### src/hw/rtceo_regs.svh
// Register offsets, field positions, reset values and timing counts
// Assumes an APB slave with byte addresses on an 8-bit window
`ifndef RTCEO_REGS_SVH
`define RTCEO_REGS_SVH
// ---------------------------------------------------------------
// Offsets
// ---------------------------------------------------------------
`define RTCEO_OFS_CTRL 8'h00
`define RTCEO_OFS_STAT 8'h04
`define RTCEO_OFS_FREQ 8'h08
`define RTCEO_OFS_ALM1 8'h0C
`define RTCEO_OFS_ALM2 8'h10
`define RTCEO_OFS_TRIM 8'h14
// ---------------------------------------------------------------
// Control bits
// ---------------------------------------------------------------
`define RTCEO_CB_A1 0
`define RTCEO_CB_ME 1
`define RTCEO_CB_FE 2
`define RTCEO_CB_XE 3
`define RTCEO_CB_A2 4
`define RTCEO_CB_P1 5
`define RTCEO_CB_P2 6
`define RTCEO_CTRL_W 7
// Power-up: frequency output mode, 1 Hz selected
`define RTCEO_CTRL_RST 7'h04
`define RTCEO_FREQ_RST 5'h10
// Frequency select sits in write data bits 7..3
`define RTCEO_FREQ_LO 3
`define RTCEO_FREQ_HI 7
// Lowest divider bit used by the frequency select (16 Hz)
`define RTCEO_FREQ_DIV_LO 10
// Status bits
`define RTCEO_SB_POWERUP 0
`define RTCEO_SB_PIN 1
`define RTCEO_SB_AL1 2
`define RTCEO_SB_AL2 3
// Alarm word fields
`define RTCEO_AF_MIN_HI 6
`define RTCEO_AF_HR_LO 8
`define RTCEO_AF_HR_HI 13
`define RTCEO_AF_WD_LO 16
`define RTCEO_AF_WD_HI 18
`define RTCEO_AF_ME 24
`define RTCEO_AF_HE 25
`define RTCEO_AF_WE 26
// ---------------------------------------------------------------
// Timing, counted in 32.768 kHz ticks or in whole seconds
// ---------------------------------------------------------------
`define RTCEO_XTAL_HZ 32768
`define RTCEO_EDGE_US 7810
`define RTCEO_EDGE_TICKS (((`RTCEO_EDGE_US*`RTCEO_XTAL_HZ)+999999)/1000000)
`define RTCEO_DEFER_MS 500
`define RTCEO_DEFER_TICKS ((`RTCEO_DEFER_MS*`RTCEO_XTAL_HZ)/1000)
`define RTCEO_DIV_MAX 15'h7FFF
`define RTCEO_IVL_COARSE 20
`define RTCEO_IVL_FINE 60
`define RTCEO_STEP_TICKS 2
`define RTCEO_TRIM_FULL 128
`define RTCEO_HALF_MIN 30
`endif

### src/hw/rtceo_pkg.sv
// Types shared by the event output block and its divider
// Assumes calendar fields arrive in binary from same-clock logic
package rtceo_pkg;
	// Current time as seen by the comparators
	typedef struct packed {
		logic [2:0] weekday;
		logic [5:0] hour;
		logic [6:0] minute;
	} rtceo_time_t;
	// One alarm: per-field enables and values
	typedef struct packed {
		logic weekday_match_enable;
		logic hour_match_enable;
		logic minute_match_enable;
		logic [2:0] weekday;
		logic [5:0] hour;
		logic [6:0] minute;
	} rtceo_alarm_t;
	// Source that currently drives the event pin
	typedef enum logic [2:0] {
		RTCEO_SRC_IDLE, RTCEO_SRC_XTAL, RTCEO_SRC_FREQ, RTCEO_SRC_EDGE,
		RTCEO_SRC_PER1, RTCEO_SRC_PER2, RTCEO_SRC_ALM1
	} rtceo_src_t;
endpackage

### src/hw/rtceo_div.sv
// Trimmed divider: 32.768 kHz ticks down to the 1 Hz second
// Assumes xtal_tick is a one-cycle pulse already on pclk
`timescale 1ns/1ps
`include "rtceo_regs.svh"
module rtceo_div (
	input wire logic pclk,
	input wire logic presetn,
	input wire logic xtal_tick,
	input wire logic [7:0] trim,
	input wire logic restart,
	output logic [14:0] div,
	output logic sec_tick
);
	import rtceo_pkg::*;
	logic [6:0] step; // Trim value with bit order restored
	logic [7:0] stall; // Extra ticks still to swallow
	logic [5:0] ivl; // Seconds within the trim interval
	logic [7:0] next_stall;
	logic [14:0] next_div;
	logic [5:0] next_ivl;
	logic next_sec;
	logic ivl_end;
	// ---------------------------------------------------------------
	// Trim decode
	// ---------------------------------------------------------------
	// Stored bit-reversed: register bit 7 is the step's lsb
	for (genvar i = 0; i < 7; i++) begin : g_rev
		assign step[i] = trim[7 - i];
	end
	// Bit 0 picks the 60 s fine interval, else 20 s coarse
	assign ivl_end = trim[0] ? (ivl == 6'(`RTCEO_IVL_FINE - 1))
		: (ivl == 6'(`RTCEO_IVL_COARSE - 1));
	// ---------------------------------------------------------------
	// Divider next state
	// ---------------------------------------------------------------
	// Only the divider is touched; the crystal keeps its rate
	always_comb begin
		next_div = div;
		next_stall = stall;
		next_ivl = ivl;
		next_sec = 1'b0;
		if (restart) begin
			// A time write restarts the second
			next_div = '0;
			next_stall = '0;
		end else if (xtal_tick) begin
			if (stall != 8'h00) begin
				next_stall = stall - 8'h01;
			end else if (div == `RTCEO_DIV_MAX) begin
				next_sec = 1'b1;
				next_div = '0;
				next_ivl = ivl_end ? 6'h00 : ivl + 6'h01;
				if (ivl_end && step != 7'h00) begin
					if (!step[6]) begin
						// Fast: skip two ticks per step, 3.052 or 1.017 ppm
						next_div = 15'(step * `RTCEO_STEP_TICKS);
					end else begin
						// Slow: hold for two ticks per (128 - step)
						next_stall = 8'((`RTCEO_TRIM_FULL - step)
							* `RTCEO_STEP_TICKS);
					end
				end
			end else begin
				next_div = div + 15'h0001;
			end
		end
	end
	// Register the divider state
	always_ff @(posedge pclk or negedge presetn) begin
		if (!presetn) begin
			div <= '0;
			stall <= '0;
			ivl <= '0;
			sec_tick <= 1'b0;
		end else begin
			div <= next_div;
			stall <= next_stall;
			ivl <= next_ivl;
			sec_tick <= next_sec;
		end
	end
endmodule // rtceo_div

### src/hw/rtceo_event.sv
// Event pin output modes with rate trim and APB registers
// Assumes calendar logic on pclk supplies time and minute carry
// Behaviour
// - Enabled alarm match drives pin low
// - Re-enable within match period gives no alarm
// - Per-field enables choose compared fields
// - Hour-only re-enable fires at next minute
// - Frequency mode outputs AND of selections
// - Minute edge low until enable cleared
// - Edge event lasts 7.81 ms, re-enable relowers
// - Periodic 1: one-minute 50% square wave
// - Periodic 1 disable forces high, re-enable lowers
// - Periodic 2: 7.81 ms low each carry
// - Reads postpone carry at most 0.5 s
// - Time writes may shift periodic pulse
// - Power-on sets flag, outputs 1 Hz
// - Trim on divider every 20 or 60 s
// - Step 3.052 ppm coarse, 1.017 ppm fine
// - Span -195.3..+192.2 or -65.1..+64.1 ppm
// - Trim value bit-reversed, slow uses 128-n
// - Alarm 2 lowers pin in any mode
// - Bits 7..3 each select one frequency
//
// The placing of the registers and the APB register port are this design's own decisions.
`timescale 1ns/1ps
`include "rtceo_regs.svh"
module rtceo_event (
	input wire logic pclk,
	input wire logic presetn,
	input wire logic [7:0] paddr,
	input wire logic psel,
	input wire logic penable,
	input wire logic pwrite,
	input wire logic [31:0] pwdata,
	output logic [31:0] prdata,
	output logic pready,
	output logic pslverr,
	input wire logic osc_32k,
	input wire rtceo_pkg::rtceo_time_t rt_time,
	input wire logic minute_carry,
	input wire logic rt_read_active,
	input wire logic rt_write,
	output logic sec_tick,
	output logic event_n
);
	import rtceo_pkg::*;
	// ---------------------------------------------------------------
	// Declarations
	// ---------------------------------------------------------------
	logic [6:0] ctrl, next_ctrl; // Mode enables
	logic powerup_flag, next_powerup; // Set only by reset
	logic [4:0] freqsel, next_freqsel; // Frequency selection
	rtceo_alarm_t alm1, alm2, next_alm1, next_alm2;
	logic [7:0] trim, next_trim; // Rate trim setting
	logic [31:0] next_prdata;
	logic [2:0] osc_sync; // Two-stage sync plus edge history
	logic xtal_tick;
	logic [14:0] div;
	logic addr_ok, wr_acc, rd_setup;
	logic carry_pend, next_pend; // Minute carry awaiting release
	logic [14:0] defer, next_defer; // Ticks spent waiting
	logic carry_go, carry_evt; // Carry released to the modes
	logic [8:0] edge_cnt, next_edge_cnt; // 7.81 ms event window
	logic window;
	logic [5:0] sec_since, next_sec_since; // Seconds since carry
	logic p1_armed, next_p1_armed, p1_low;
	logic p2_low, next_p2_low, edge_low, next_edge_low;
	logic al1_low, next_al1_low, al2_low, next_al2_low;
	logic match1, match2;
	logic [4:0] freq_and;
	rtceo_src_t src;
	logic next_event_n;
	// ---------------------------------------------------------------
	// Crystal input sync and divider
	// ---------------------------------------------------------------
	// Pin comes from another clock: two flops before any use
	always_ff @(posedge pclk or negedge presetn) begin
		if (!presetn) begin
			osc_sync <= '0;
		end else begin
			osc_sync <= {osc_sync[1:0], osc_32k};
		end
	end
	assign xtal_tick = osc_sync[1] & ~osc_sync[2];
	// Trimmed divider; the second restarts on a time write
	rtceo_div u_div (
		.pclk(pclk),
		.presetn(presetn),
		.xtal_tick(xtal_tick),
		.trim(trim),
		.restart(rt_write),
		.div(div),
		.sec_tick(sec_tick)
	);
	// ---------------------------------------------------------------
	// APB slave
	// ---------------------------------------------------------------
	// Zero wait states; read data captured in the setup cycle
	assign pready = 1'b1;
	assign addr_ok = paddr == `RTCEO_OFS_CTRL || paddr == `RTCEO_OFS_STAT
		|| paddr == `RTCEO_OFS_FREQ || paddr == `RTCEO_OFS_ALM1
		|| paddr == `RTCEO_OFS_ALM2 || paddr == `RTCEO_OFS_TRIM;
	assign pslverr = psel & penable & ~addr_ok;
	assign wr_acc = psel & penable & pwrite & addr_ok;
	assign rd_setup = psel & ~penable & ~pwrite;
	// Register writes and read capture
	always_comb begin
		next_ctrl = ctrl;
		next_powerup = powerup_flag;
		next_freqsel = freqsel;
		next_alm1 = alm1;
		next_alm2 = alm2;
		next_trim = trim;
		next_prdata = prdata;
		if (wr_acc) begin
			if (paddr == `RTCEO_OFS_CTRL) begin
				next_ctrl = pwdata[`RTCEO_CTRL_W-1:0];
			end else if (paddr == `RTCEO_OFS_STAT) begin
				// Init clears the flag and leaves 1 Hz mode
				if (pwdata[`RTCEO_SB_POWERUP]) begin
					next_powerup = 1'b0;
					next_ctrl = '0;
					next_freqsel = '0;
					next_trim = '0;
				end
			end else if (paddr == `RTCEO_OFS_FREQ) begin
				next_freqsel = pwdata[`RTCEO_FREQ_HI:`RTCEO_FREQ_LO];
			end else if (paddr == `RTCEO_OFS_ALM1) begin
				next_alm1 = {pwdata[`RTCEO_AF_WE], pwdata[`RTCEO_AF_HE],
					pwdata[`RTCEO_AF_ME],
					pwdata[`RTCEO_AF_WD_HI:`RTCEO_AF_WD_LO],
					pwdata[`RTCEO_AF_HR_HI:`RTCEO_AF_HR_LO],
					pwdata[`RTCEO_AF_MIN_HI:0]};
			end else if (paddr == `RTCEO_OFS_ALM2) begin
				next_alm2 = {pwdata[`RTCEO_AF_WE], pwdata[`RTCEO_AF_HE],
					pwdata[`RTCEO_AF_ME],
					pwdata[`RTCEO_AF_WD_HI:`RTCEO_AF_WD_LO],
					pwdata[`RTCEO_AF_HR_HI:`RTCEO_AF_HR_LO],
					pwdata[`RTCEO_AF_MIN_HI:0]};
			end else begin
				next_trim = pwdata[7:0];
			end
		end
		if (rd_setup) begin
			next_prdata = '0;
			if (paddr == `RTCEO_OFS_CTRL) begin
				next_prdata[`RTCEO_CTRL_W-1:0] = ctrl;
			end else if (paddr == `RTCEO_OFS_STAT) begin
				// Live state of the block
				next_prdata[`RTCEO_SB_POWERUP] = powerup_flag;
				next_prdata[`RTCEO_SB_PIN] = event_n;
				next_prdata[`RTCEO_SB_AL1] = al1_low;
				next_prdata[`RTCEO_SB_AL2] = al2_low;
			end else if (paddr == `RTCEO_OFS_FREQ) begin
				next_prdata[`RTCEO_FREQ_HI:`RTCEO_FREQ_LO] = freqsel;
			end else if (paddr == `RTCEO_OFS_ALM1) begin
				next_prdata = {5'h00, alm1.weekday_match_enable,
					alm1.hour_match_enable, alm1.minute_match_enable,
					5'h00, alm1.weekday, 2'h0, alm1.hour, 1'b0, alm1.minute};
			end else if (paddr == `RTCEO_OFS_ALM2) begin
				next_prdata = {5'h00, alm2.weekday_match_enable,
					alm2.hour_match_enable, alm2.minute_match_enable,
					5'h00, alm2.weekday, 2'h0, alm2.hour, 1'b0, alm2.minute};
			end else if (paddr == `RTCEO_OFS_TRIM) begin
				next_prdata[7:0] = trim;
			end
		end
	end
	// Power-up values: flag set, 1 Hz frequency output
	always_ff @(posedge pclk or negedge presetn) begin
		if (!presetn) begin
			ctrl <= `RTCEO_CTRL_RST;
			powerup_flag <= 1'b1;
			freqsel <= `RTCEO_FREQ_RST;
			alm1 <= '0;
			alm2 <= '0;
			trim <= '0;
			prdata <= '0;
		end else begin
			ctrl <= next_ctrl;
			powerup_flag <= next_powerup;
			freqsel <= next_freqsel;
			alm1 <= next_alm1;
			alm2 <= next_alm2;
			trim <= next_trim;
			prdata <= next_prdata;
		end
	end
	// ---------------------------------------------------------------
	// Minute events
	// ---------------------------------------------------------------
	// A disabled field always matches; no field enabled never does
	function automatic logic alarm_hit(rtceo_alarm_t a, rtceo_time_t t);
		alarm_hit = (a.weekday_match_enable | a.hour_match_enable
			| a.minute_match_enable)
			& (~a.weekday_match_enable | a.weekday == t.weekday)
			& (~a.hour_match_enable | a.hour == t.hour)
			& (~a.minute_match_enable | a.minute == t.minute);
	endfunction
	assign match1 = alarm_hit(alm1, rt_time);
	assign match2 = alarm_hit(alm2, rt_time);
	// Reads hold the carry back, but never past half a second
	assign carry_go = carry_pend & (~rt_read_active
		| defer >= 15'(`RTCEO_DEFER_TICKS));
	assign window = edge_cnt != 9'h000;
	// Alarms are judged only at a carry, so a re-enable inside the
	// same minute cannot fire; an hour-only alarm fires next minute
	always_comb begin
		next_pend = carry_pend;
		next_defer = defer;
		if (minute_carry) begin
			next_pend = 1'b1;
			next_defer = '0;
		end else if (carry_go) begin
			next_pend = 1'b0;
		end else if (carry_pend && xtal_tick) begin
			next_defer = defer + 15'h0001;
		end
		next_edge_cnt = edge_cnt;
		if (carry_evt) begin
			next_edge_cnt = 9'(`RTCEO_EDGE_TICKS);
		end else if (window && xtal_tick) begin
			next_edge_cnt = edge_cnt - 9'h001;
		end
		next_sec_since = sec_since;
		if (carry_evt) begin
			next_sec_since = '0;
		end else if (sec_tick && sec_since != 6'h3F) begin
			next_sec_since = sec_since + 6'h01;
		end
		// Arming follows the enable at each carry only
		next_p1_armed = carry_evt ? ctrl[`RTCEO_CB_P1] : p1_armed;
		next_p2_low = ctrl[`RTCEO_CB_P2] & (carry_evt
			| (p2_low & window));
		next_edge_low = ctrl[`RTCEO_CB_ME] & (edge_low | carry_evt
			| window);
		// Set wins over the enable clear in the same cycle
		next_al1_low = (carry_evt & ctrl[`RTCEO_CB_A1] & match1)
			| (al1_low & next_ctrl[`RTCEO_CB_A1]);
		next_al2_low = (carry_evt & ctrl[`RTCEO_CB_A2] & match2)
			| (al2_low & next_ctrl[`RTCEO_CB_A2]);
	end
	// Register the minute event state
	always_ff @(posedge pclk or negedge presetn) begin
		if (!presetn) begin
			carry_pend <= 1'b0;
			defer <= '0;
			carry_evt <= 1'b0;
			edge_cnt <= '0;
			sec_since <= '0;
			p1_armed <= 1'b0;
			p2_low <= 1'b0;
			edge_low <= 1'b0;
			al1_low <= 1'b0;
			al2_low <= 1'b0;
		end else begin
			carry_pend <= next_pend;
			defer <= next_defer;
			carry_evt <= carry_go;
			edge_cnt <= next_edge_cnt;
			sec_since <= next_sec_since;
			p1_armed <= next_p1_armed;
			p2_low <= next_p2_low;
			edge_low <= next_edge_low;
			al1_low <= next_al1_low;
			al2_low <= next_al2_low;
		end
	end
	// ---------------------------------------------------------------
	// Pin selection
	// ---------------------------------------------------------------
	// Each selected divider tap joins the AND; unselected ones pass
	for (genvar i = 0; i < 5; i++) begin : g_freq
		assign freq_and[i] = ~freqsel[i]
			| div[`RTCEO_FREQ_DIV_LO + i];
	end
	// Low for the first half of each minute, while enabled
	assign p1_low = ctrl[`RTCEO_CB_P1] & p1_armed
		& (sec_since < 6'(`RTCEO_HALF_MIN));
	// Fixed priority when several modes are enabled at once
	always_comb begin
		if (ctrl[`RTCEO_CB_XE]) begin
			src = RTCEO_SRC_XTAL;
		end else if (ctrl[`RTCEO_CB_FE]) begin
			src = RTCEO_SRC_FREQ;
		end else if (ctrl[`RTCEO_CB_ME]) begin
			src = RTCEO_SRC_EDGE;
		end else if (ctrl[`RTCEO_CB_P1]) begin
			src = RTCEO_SRC_PER1;
		end else if (ctrl[`RTCEO_CB_P2]) begin
			src = RTCEO_SRC_PER2;
		end else if (ctrl[`RTCEO_CB_A1]) begin
			src = RTCEO_SRC_ALM1;
		end else begin
			src = RTCEO_SRC_IDLE;
		end
		case (src)
			RTCEO_SRC_XTAL: next_event_n = osc_sync[1];
			RTCEO_SRC_FREQ: next_event_n = &freq_and;
			RTCEO_SRC_EDGE: next_event_n = ~edge_low;
			RTCEO_SRC_PER1: next_event_n = ~p1_low;
			RTCEO_SRC_PER2: next_event_n = ~p2_low;
			RTCEO_SRC_ALM1: next_event_n = ~al1_low;
			default: next_event_n = 1'b1;
		endcase
		// Alarm 2 overrides whatever mode is selected
		if (al2_low) begin
			next_event_n = 1'b0;
		end
	end
	// Pin register; high until the power-up 1 Hz starts
	always_ff @(posedge pclk or negedge presetn) begin
		if (!presetn) begin
			event_n <= 1'b1;
		end else begin
			event_n <= next_event_n;
		end
	end
endmodule // rtceo_event

### config.mk
export PLATFORM = sky130hd
export DESIGN_NAME = rtceo_event
export DESIGN_NICKNAME = d
export VERILOG_FILES = /design/src/hw/rtceo_pkg.sv /design/src/hw/rtceo_div.sv /design/src/hw/rtceo_event.sv
export VERILOG_INCLUDE_DIRS = /design/src /design/src/hw
export SDC_FILE = /design/constraint.sdc
export NUM_CORES = 1
export LEC_CHECK = 0
export ABC_AREA = 1
export BUFFER_PORTS_ARGS = -buffer_cell sky130_fd_sc_hd__buf_2
export CELL_PAD_IN_SITES_DETAIL_PLACEMENT = 0
export CELL_PAD_IN_SITES_GLOBAL_PLACEMENT = 2
export CORE_MARGIN = 5
export CORE_UTILIZATION = 34
export DETAILED_ROUTE_END_ITERATION = 12
export GPL_TIMING_DRIVEN = 0
export PLACE_DENSITY = 0.82
export SLEW_MARGIN = 20
export SYNTH_ARGS = -nofsm -noshare
export SYNTH_HDL_FRONTEND = slang
export SYNTH_SLANG_ARGS = --single-unit
### constraint.sdc
create_clock -name pclk -period 2.4 [get_ports pclk]
set_input_delay 0.48 -clock pclk [delete_from_list [all_inputs] [get_ports pclk]]
set_output_delay 0.48 -clock pclk [all_outputs]
set_load 0.01 [all_outputs]
Word level (Yosys, flattened, before mapping)
Index checks and enable logic that the tools add are counted.
{"block": "totals", "regBits": 162, "inputBits": 65, "output_inout_bits": 36, "word_cells": 235}
{"block": "op_classes", "n_addsub": 7, "order_cmp": 2, "n_eq_ne": 27, "n_mux": 58, "bitwise_logic": 72, "reduce_logical": 35}
{"cell": "$mux 15", "count": 8}
{"cell": "$mux 8", "count": 13}
{"cell": "$mux 19", "count": 2}
{"cell": "$mux 7", "count": 5}
{"cell": "$add 15x1->15 const B", "count": 2}
{"cell": "$mux 27", "count": 1}
{"cell": "$not 1->1", "count": 26}
{"cell": "$and 1x1->1", "count": 25}
{"cell": "$mux 25", "count": 1}
{"cell": "$mux 5", "count": 5}
{"cell": "$mux 23", "count": 1}
{"cell": "$mux 3", "count": 7}
{"cell": "$or 1x1->1", "count": 21}
{"cell": "$mux 6", "count": 3}
{"cell": "$mux 9", "count": 2}
{"cell": "$eq 8x4->1 const B", "count": 2}
{"cell": "$eq 8x5->1 const B", "count": 2}
{"cell": "$reduce_and 4->1", "count": 4}
{"cell": "$reduce_bool 2->1", "count": 8}
{"cell": "$eq 15x15->1 const B", "count": 1}
{"cell": "$ge 15x15->1 const B", "count": 1}
{"cell": "$eq 7x7->1", "count": 2}
{"cell": "$add 6x1->6 const B", "count": 2}
{"cell": "$eq 6x6->1", "count": 2}
{"cell": "28 further kinds", "count": 55}

Longest topological paths before layout
{"block": "logic_depth", "ltp_word": 10, "depth_mapped": 12, "mapped_depth_nobuf": 12}

Cells and area by module
A second synthesis with hierarchy kept.
{"block": "unflattened", "hier_cells": 1211, "area_unflattened_um2": 8811.0}
{"module": "rtceo_event", "n_inst": 1, "cells_per_inst": 876, "area_each_um2": 6538.8, "seq_area_each_um2": 3007.9}
{"module": "rtceo_div", "n_inst": 1, "cells_per_inst": 335, "area_each_um2": 2272.2, "seq_area_each_um2": 750.7}

Worst setup path after synthesis
OpenSTA, ideal clock, no wires.
{"block": "synth_timing", "path_type": "reg2reg", "start": "register u_div.div[0]", "end": "register u_div.div[1]", "arrival_ns": 1.618, "t_required_ns": 2.283, "path_slack_ns": 0.665, "stages_incl_launch_ff": 12, "period_less_slack_ns": 1.735, "cell_sequence": "dfrtp_1 > ha_1 > nand3_1 > inv_1 > nand2_1 > inv_1 > nand3_1 > buf_2 > inv_1 > or2_2 > nand3_1 > nand2_1"}
{"block": "synth_via", "elab_chain_cells": 5, "elab_cells_between_ends": 6, "cone_classes": "add/sub (1); eq/ne (1); mux (4)"}
{"element": "from (decl)", "line": "rtceo_div.sv:11", "rtl": "output logic [14:0] div,"}
{"element": "from (signal assigned)", "line": "rtceo_div.sv:76", "rtl": "div <= next_div;"}
{"element": "$add 15x1->15 / $eq 15x15->1 (equally long branches)"}
{"element": "$mux 15 (*)", "line": "rtceo_div.sv:49", "rtl": "end else if (div == `RTCEO_DIV_MAX) begin"}
{"element": "$mux 15 (*)", "line": "rtceo_div.sv:47", "rtl": "if (stall != 8'h00) begin"}
{"element": "$mux 15 (*)", "line": "rtceo_div.sv:46", "rtl": "end else if (xtal_tick) begin"}
{"element": "$mux 15 (*)", "line": "rtceo_div.sv:42", "rtl": "if (restart) begin"}
Every way passes the cells marked *; elsewhere a longest branch is shown, timed or not. The select of a mux whose other input is x is not followed.
A chain may end at the register's enable or synchronous reset.

Final worst setup path
{"block": "layout_timing", "start": "input pwrite", "end": "register prdata[4]"}
{"block": "layout_via", "elab_chain_cells": 2}
{"element": "from (decl)", "line": "rtceo_event.sv:33", "rtl": "input wire logic pwrite,"}
{"element": "$not 1->1", "line": "rtceo_event.sv:105", "rtl": "assign rd_setup = psel & ~penable & ~pwrite;"}
{"element": "$and 1x1->1", "line": "rtceo_event.sv:105"}
{"element": "to (signal assigned)", "line": "rtceo_event.sv:186", "rtl": "prdata <= next_prdata;"}
{"element": "to (decl)", "line": "rtceo_event.sv:35", "rtl": "output logic [31:0] prdata,"}
No other way between the ends.

==> implementation parameters <==
Parameter                              Value

Logic synthesis
  Flip-flop cell with the highest count after synthesis ... dfrtp_1
  Count of synthesis-stage warnings from yosys ... 0
  Cell type with the largest total area after synthesis ... dfrtp_1
  Number of cells produced by synthesis ... 1,127
  Post-synthesis cell area ... 8459 µm²
  Number of flops mapped to enable cells by yosys ... 0
  Async set-or-reset flop fraction in the synthesized netlist ... 1.000
  Average size of a mapped cell ... 7.506 µm²
  Distinct cells, synth ... 49
  Top cell type's share of synthesized area ... 0.4319
  Flip-flop and latch count after synthesis ... 150
  Cells taking the most area after synthesis ... dfrtp_1, nand2_1, inv_1
  Register area share after synthesis ... 0.4443

STA
  Min Tclk post-route ... 2.193 ns
  Highest clock frequency the design can meet ... 456.0 MHz
  Final setup skew ... 0.01145 ns
  Unrepaired setup endpoints after global routing ... no
  Slack of the critical path ... 0.2072 ns
  Final hold violation count ... 6
  Tightest slew margin relative to the limit ... 0.3622
  Slew at the pin with the worst max-slew slack ... 0.9515 ns
  Final number of max-transition violations ... 0
  Worst Hold Slack ... -0.01323 ns
  Final Setup Violations ... 0
  Final period util ... 0.9137

Floorplanning
  I/O pin count ... 101
  Y dimension of the die ... 167.7 µm
  Width of the chip ... 167.7 µm
  Floorplan die area ... 28,140 µm²
  Number of placement rows ... 57
  Core Region ... 24,390 µm²
  Effective utilization at floorplan ... 0.3468

GRT
  Number of global-route vias before repair ... 7,479
  Maximum number of pins on one net before global-route repair ... 79
  Leftover overflow at the end of global routing ... 0
  Wire length of the first global-routing pass ... 40.52 mm
  Initial antenna violation count ... 0
  Total track usage ... 0.1795

Pwr
  Combinational group share of total power ... 0.168
  Leakage power total ... 0.004963 µW
  Maximum vdd ir drop ... 0.3495 mV
  Clock share of power ... 0.410
  Sequential group share of total power ... 0.421
  Pwr Density ... 662.9 nW/µm²
  Fraction of power spent switching nets ... 0.3070
  Net switching power ... 2016 µW
  Internal Dissipation ... 4552 µW

Route
  DR WL/cell ... 15.61 µm
  Residual DRC ... 0
  Total wire length ... 24.51 mm
  Overall via count from detail_route ... 7,428
  Vias per cell ... 4.731
  Violation count after the first detailed-route iteration ... 575
  First-pass DRT Iterations ... 5
  Detail Route Antenna Nets ... 0

Critical path
  Classification of the worst setup path ... in -> reg
  Kind of start point of the critical path ... primary input
  Cells on worst reg2reg path ... 8
  Arrival time worst endpoint ... 2.49 ns
  Biggest fanout along the worst timing path ... 10
  Worst path required time ... 2.70 ns
  Nature of the critical path endpoint ... register

Outcome
  Violated checks ... negative hold slack
  Outcome ... finished with violations

Cells and area
  Area of all placed cells without fillers ... 9908 µm²
  Antenna diode count ... 0
  Share of final-layout standard cells stronger than drive strength 1 ... 0.1469
  Layout overhead on the synthesized area ... 17.13%
  Most used cells in the layout excluding fill and tap cells ... nand2_1, inv_1, dfrtp_1, nor2_1, buf_2
  Final net count ... 1,306
  Final Instance Count excl. Fillers ... 1,570
  Fill cells ... 2,638
  Leading cell type in the layout, fill and taps excluded ... nand2_1

Placement
  Cell area after placement ... 9319 µm²
  Placed Instances ... 1,538
  Placer Congestion ... 0.8224
  Sum of net half-perimeters after detailed placement ... 18.21 mm
  Number of buffers inserted by port buffering ... 75
  Minimum setup slack after placement ... -0.2616 ns

Clock tree
  Clock latency at the later pin of the worst-skew pair ... 0.43 ns
  Cts bufs inserted ... 17
  Deepest level of the CTS H-tree ... 4
  Post-cts repair resize count ... 0
  Clk pin slew, worst setup/hold paths ... 0.07 ns
  Cell at the root of the clock tree ... clkbuf_16
  Clock tree from TritonCTS ... done
  CTS max path bufs ... 2
  Clock Sinks ... 150
  Cts hold-fix bufs ... 0
  Post-CTS Setup Bufs ... 0

Run
  Max-cap viol count ... 0

Hold path
  Kind of path behind the tightest hold check ... in -> async
[cells by family (layout without fill, tap and decap cells)]
family / after synthesis / in the layout / share of synthesized area
buf+inv: 190 / 298 / 0.09510
other cells: 2 / 13 / 0.0008878
flops: 150 / 150 / 0.4443
simple gates: 569 / 569 / 0.2955
xor+xnor: 36 / 36 / 0.03727
fa+ha+maj: 8 / 8 / 0.01183
compound gates: 172 / 172 / 0.1151
[registers in the layout, summed over array words and instances (netlist names), 7 cells and up]
| register | cells |
|---|---|
| edge_cnt | 9 |
| alm2 | 19 |
| u_div.stall | 8 |
| ctrl | 7 |
| alm1 | 19 |
| defer | 15 |
| trim | 8 |
| u_div.div | 15 |
| prdata | 20 |
[worst paths after layout]
path	startpoint	endpoint	slack, ns
setup / recovery	pwrite	prdata[4]	0.21
hold / removal	presetn	edge_cnt[2]	-0.01
setup reg to reg	u_div.ivl[0]	u_div.stall[6]	0.28
hold reg to reg	osc_sync[0]	osc_sync[1]	0.35
max in group asynchronous	presetn	freqsel[4]	1.57
min in group pclk	osc_32k	osc_sync[0]	0.17
[routing by layer]
layer | share of wire | global-route usage
met5 | 0 | 0
met4 | 0.012 | 0.04270
met3 | 0.030 | 0.02900
met2 | 0.47 | 0.2899
met1 | 0.49 | 0.2537
[synth_stat cells, types with 2 or more instances]
cell type / number
a211oi_1: 2
a21oi_1: 43
a22o_1: 3
a311oi_1: 2
a31oi_1: 2
and3_1: 4
buf_2: 6
buf_4: 14
buf_6: 4
clkbuf_1: 10
clkinv_1: 2
conb_1: 2
dfrtp_1: 146
dfstp_2: 4
ha_1: 8
inv_1: 149
inv_2: 3
nand2_1: 323
nand2_2: 5
nand3_1: 73
nand4_1: 25
nand4_2: 2
nor2_1: 85
nor2_2: 9
nor2_4: 5
nor3_1: 26
o211ai_1: 3
o21ai_0: 78
o21ai_1: 8
o21ai_2: 10
o22ai_1: 14
o31ai_1: 2
or2_2: 5
xnor2_1: 12
xor2_1: 24
[power groups by stage]
stage          clock (µW)  sequential, µW  combinational, µW
2_1_floorplan           0            2780                778
3_3_place_gp            0            2810               1110
3_5_place_dp            0            2810               1120
4_1_cts              2760            2770               1120
5_1_grt              2880            2780               1290
6_report             2700            2770               1110
[critical path, stage by stage]
cell and delay (ns):
buf_2 0.11, nor3_2 0.78, inv_1 0.36, clkbuf_1 0.41, a21oi_1 0.24, o21ai_0 0.11
[cell type report]
cell class	instances	area (µm²)	share of cell area
inverter	154	578.1	0.05834
clock inverter	13	136.4	0.01376
timing repair buffer	76	412.9	0.04167
tap	324	405.4	0.04091
clock buffer	19	452.9	0.04571
sequential	150	3759	0.3793
buffer	36	226.5	0.02286
multi-input combinational	798	3938	0.3974
[stage by stage]
stage                     total power [µW]  utilization  setup TNS [ns]
final                                 6568       0.4062               0
after floorplan                       3557            -               0
after global placement                3917       0.3805         -248.73
after global routing                  6951       0.4062               0
after CTS                             6648       0.4062               0
after detailed placement              3927       0.3821          -1.937
(Power assumes the default switching activity.)
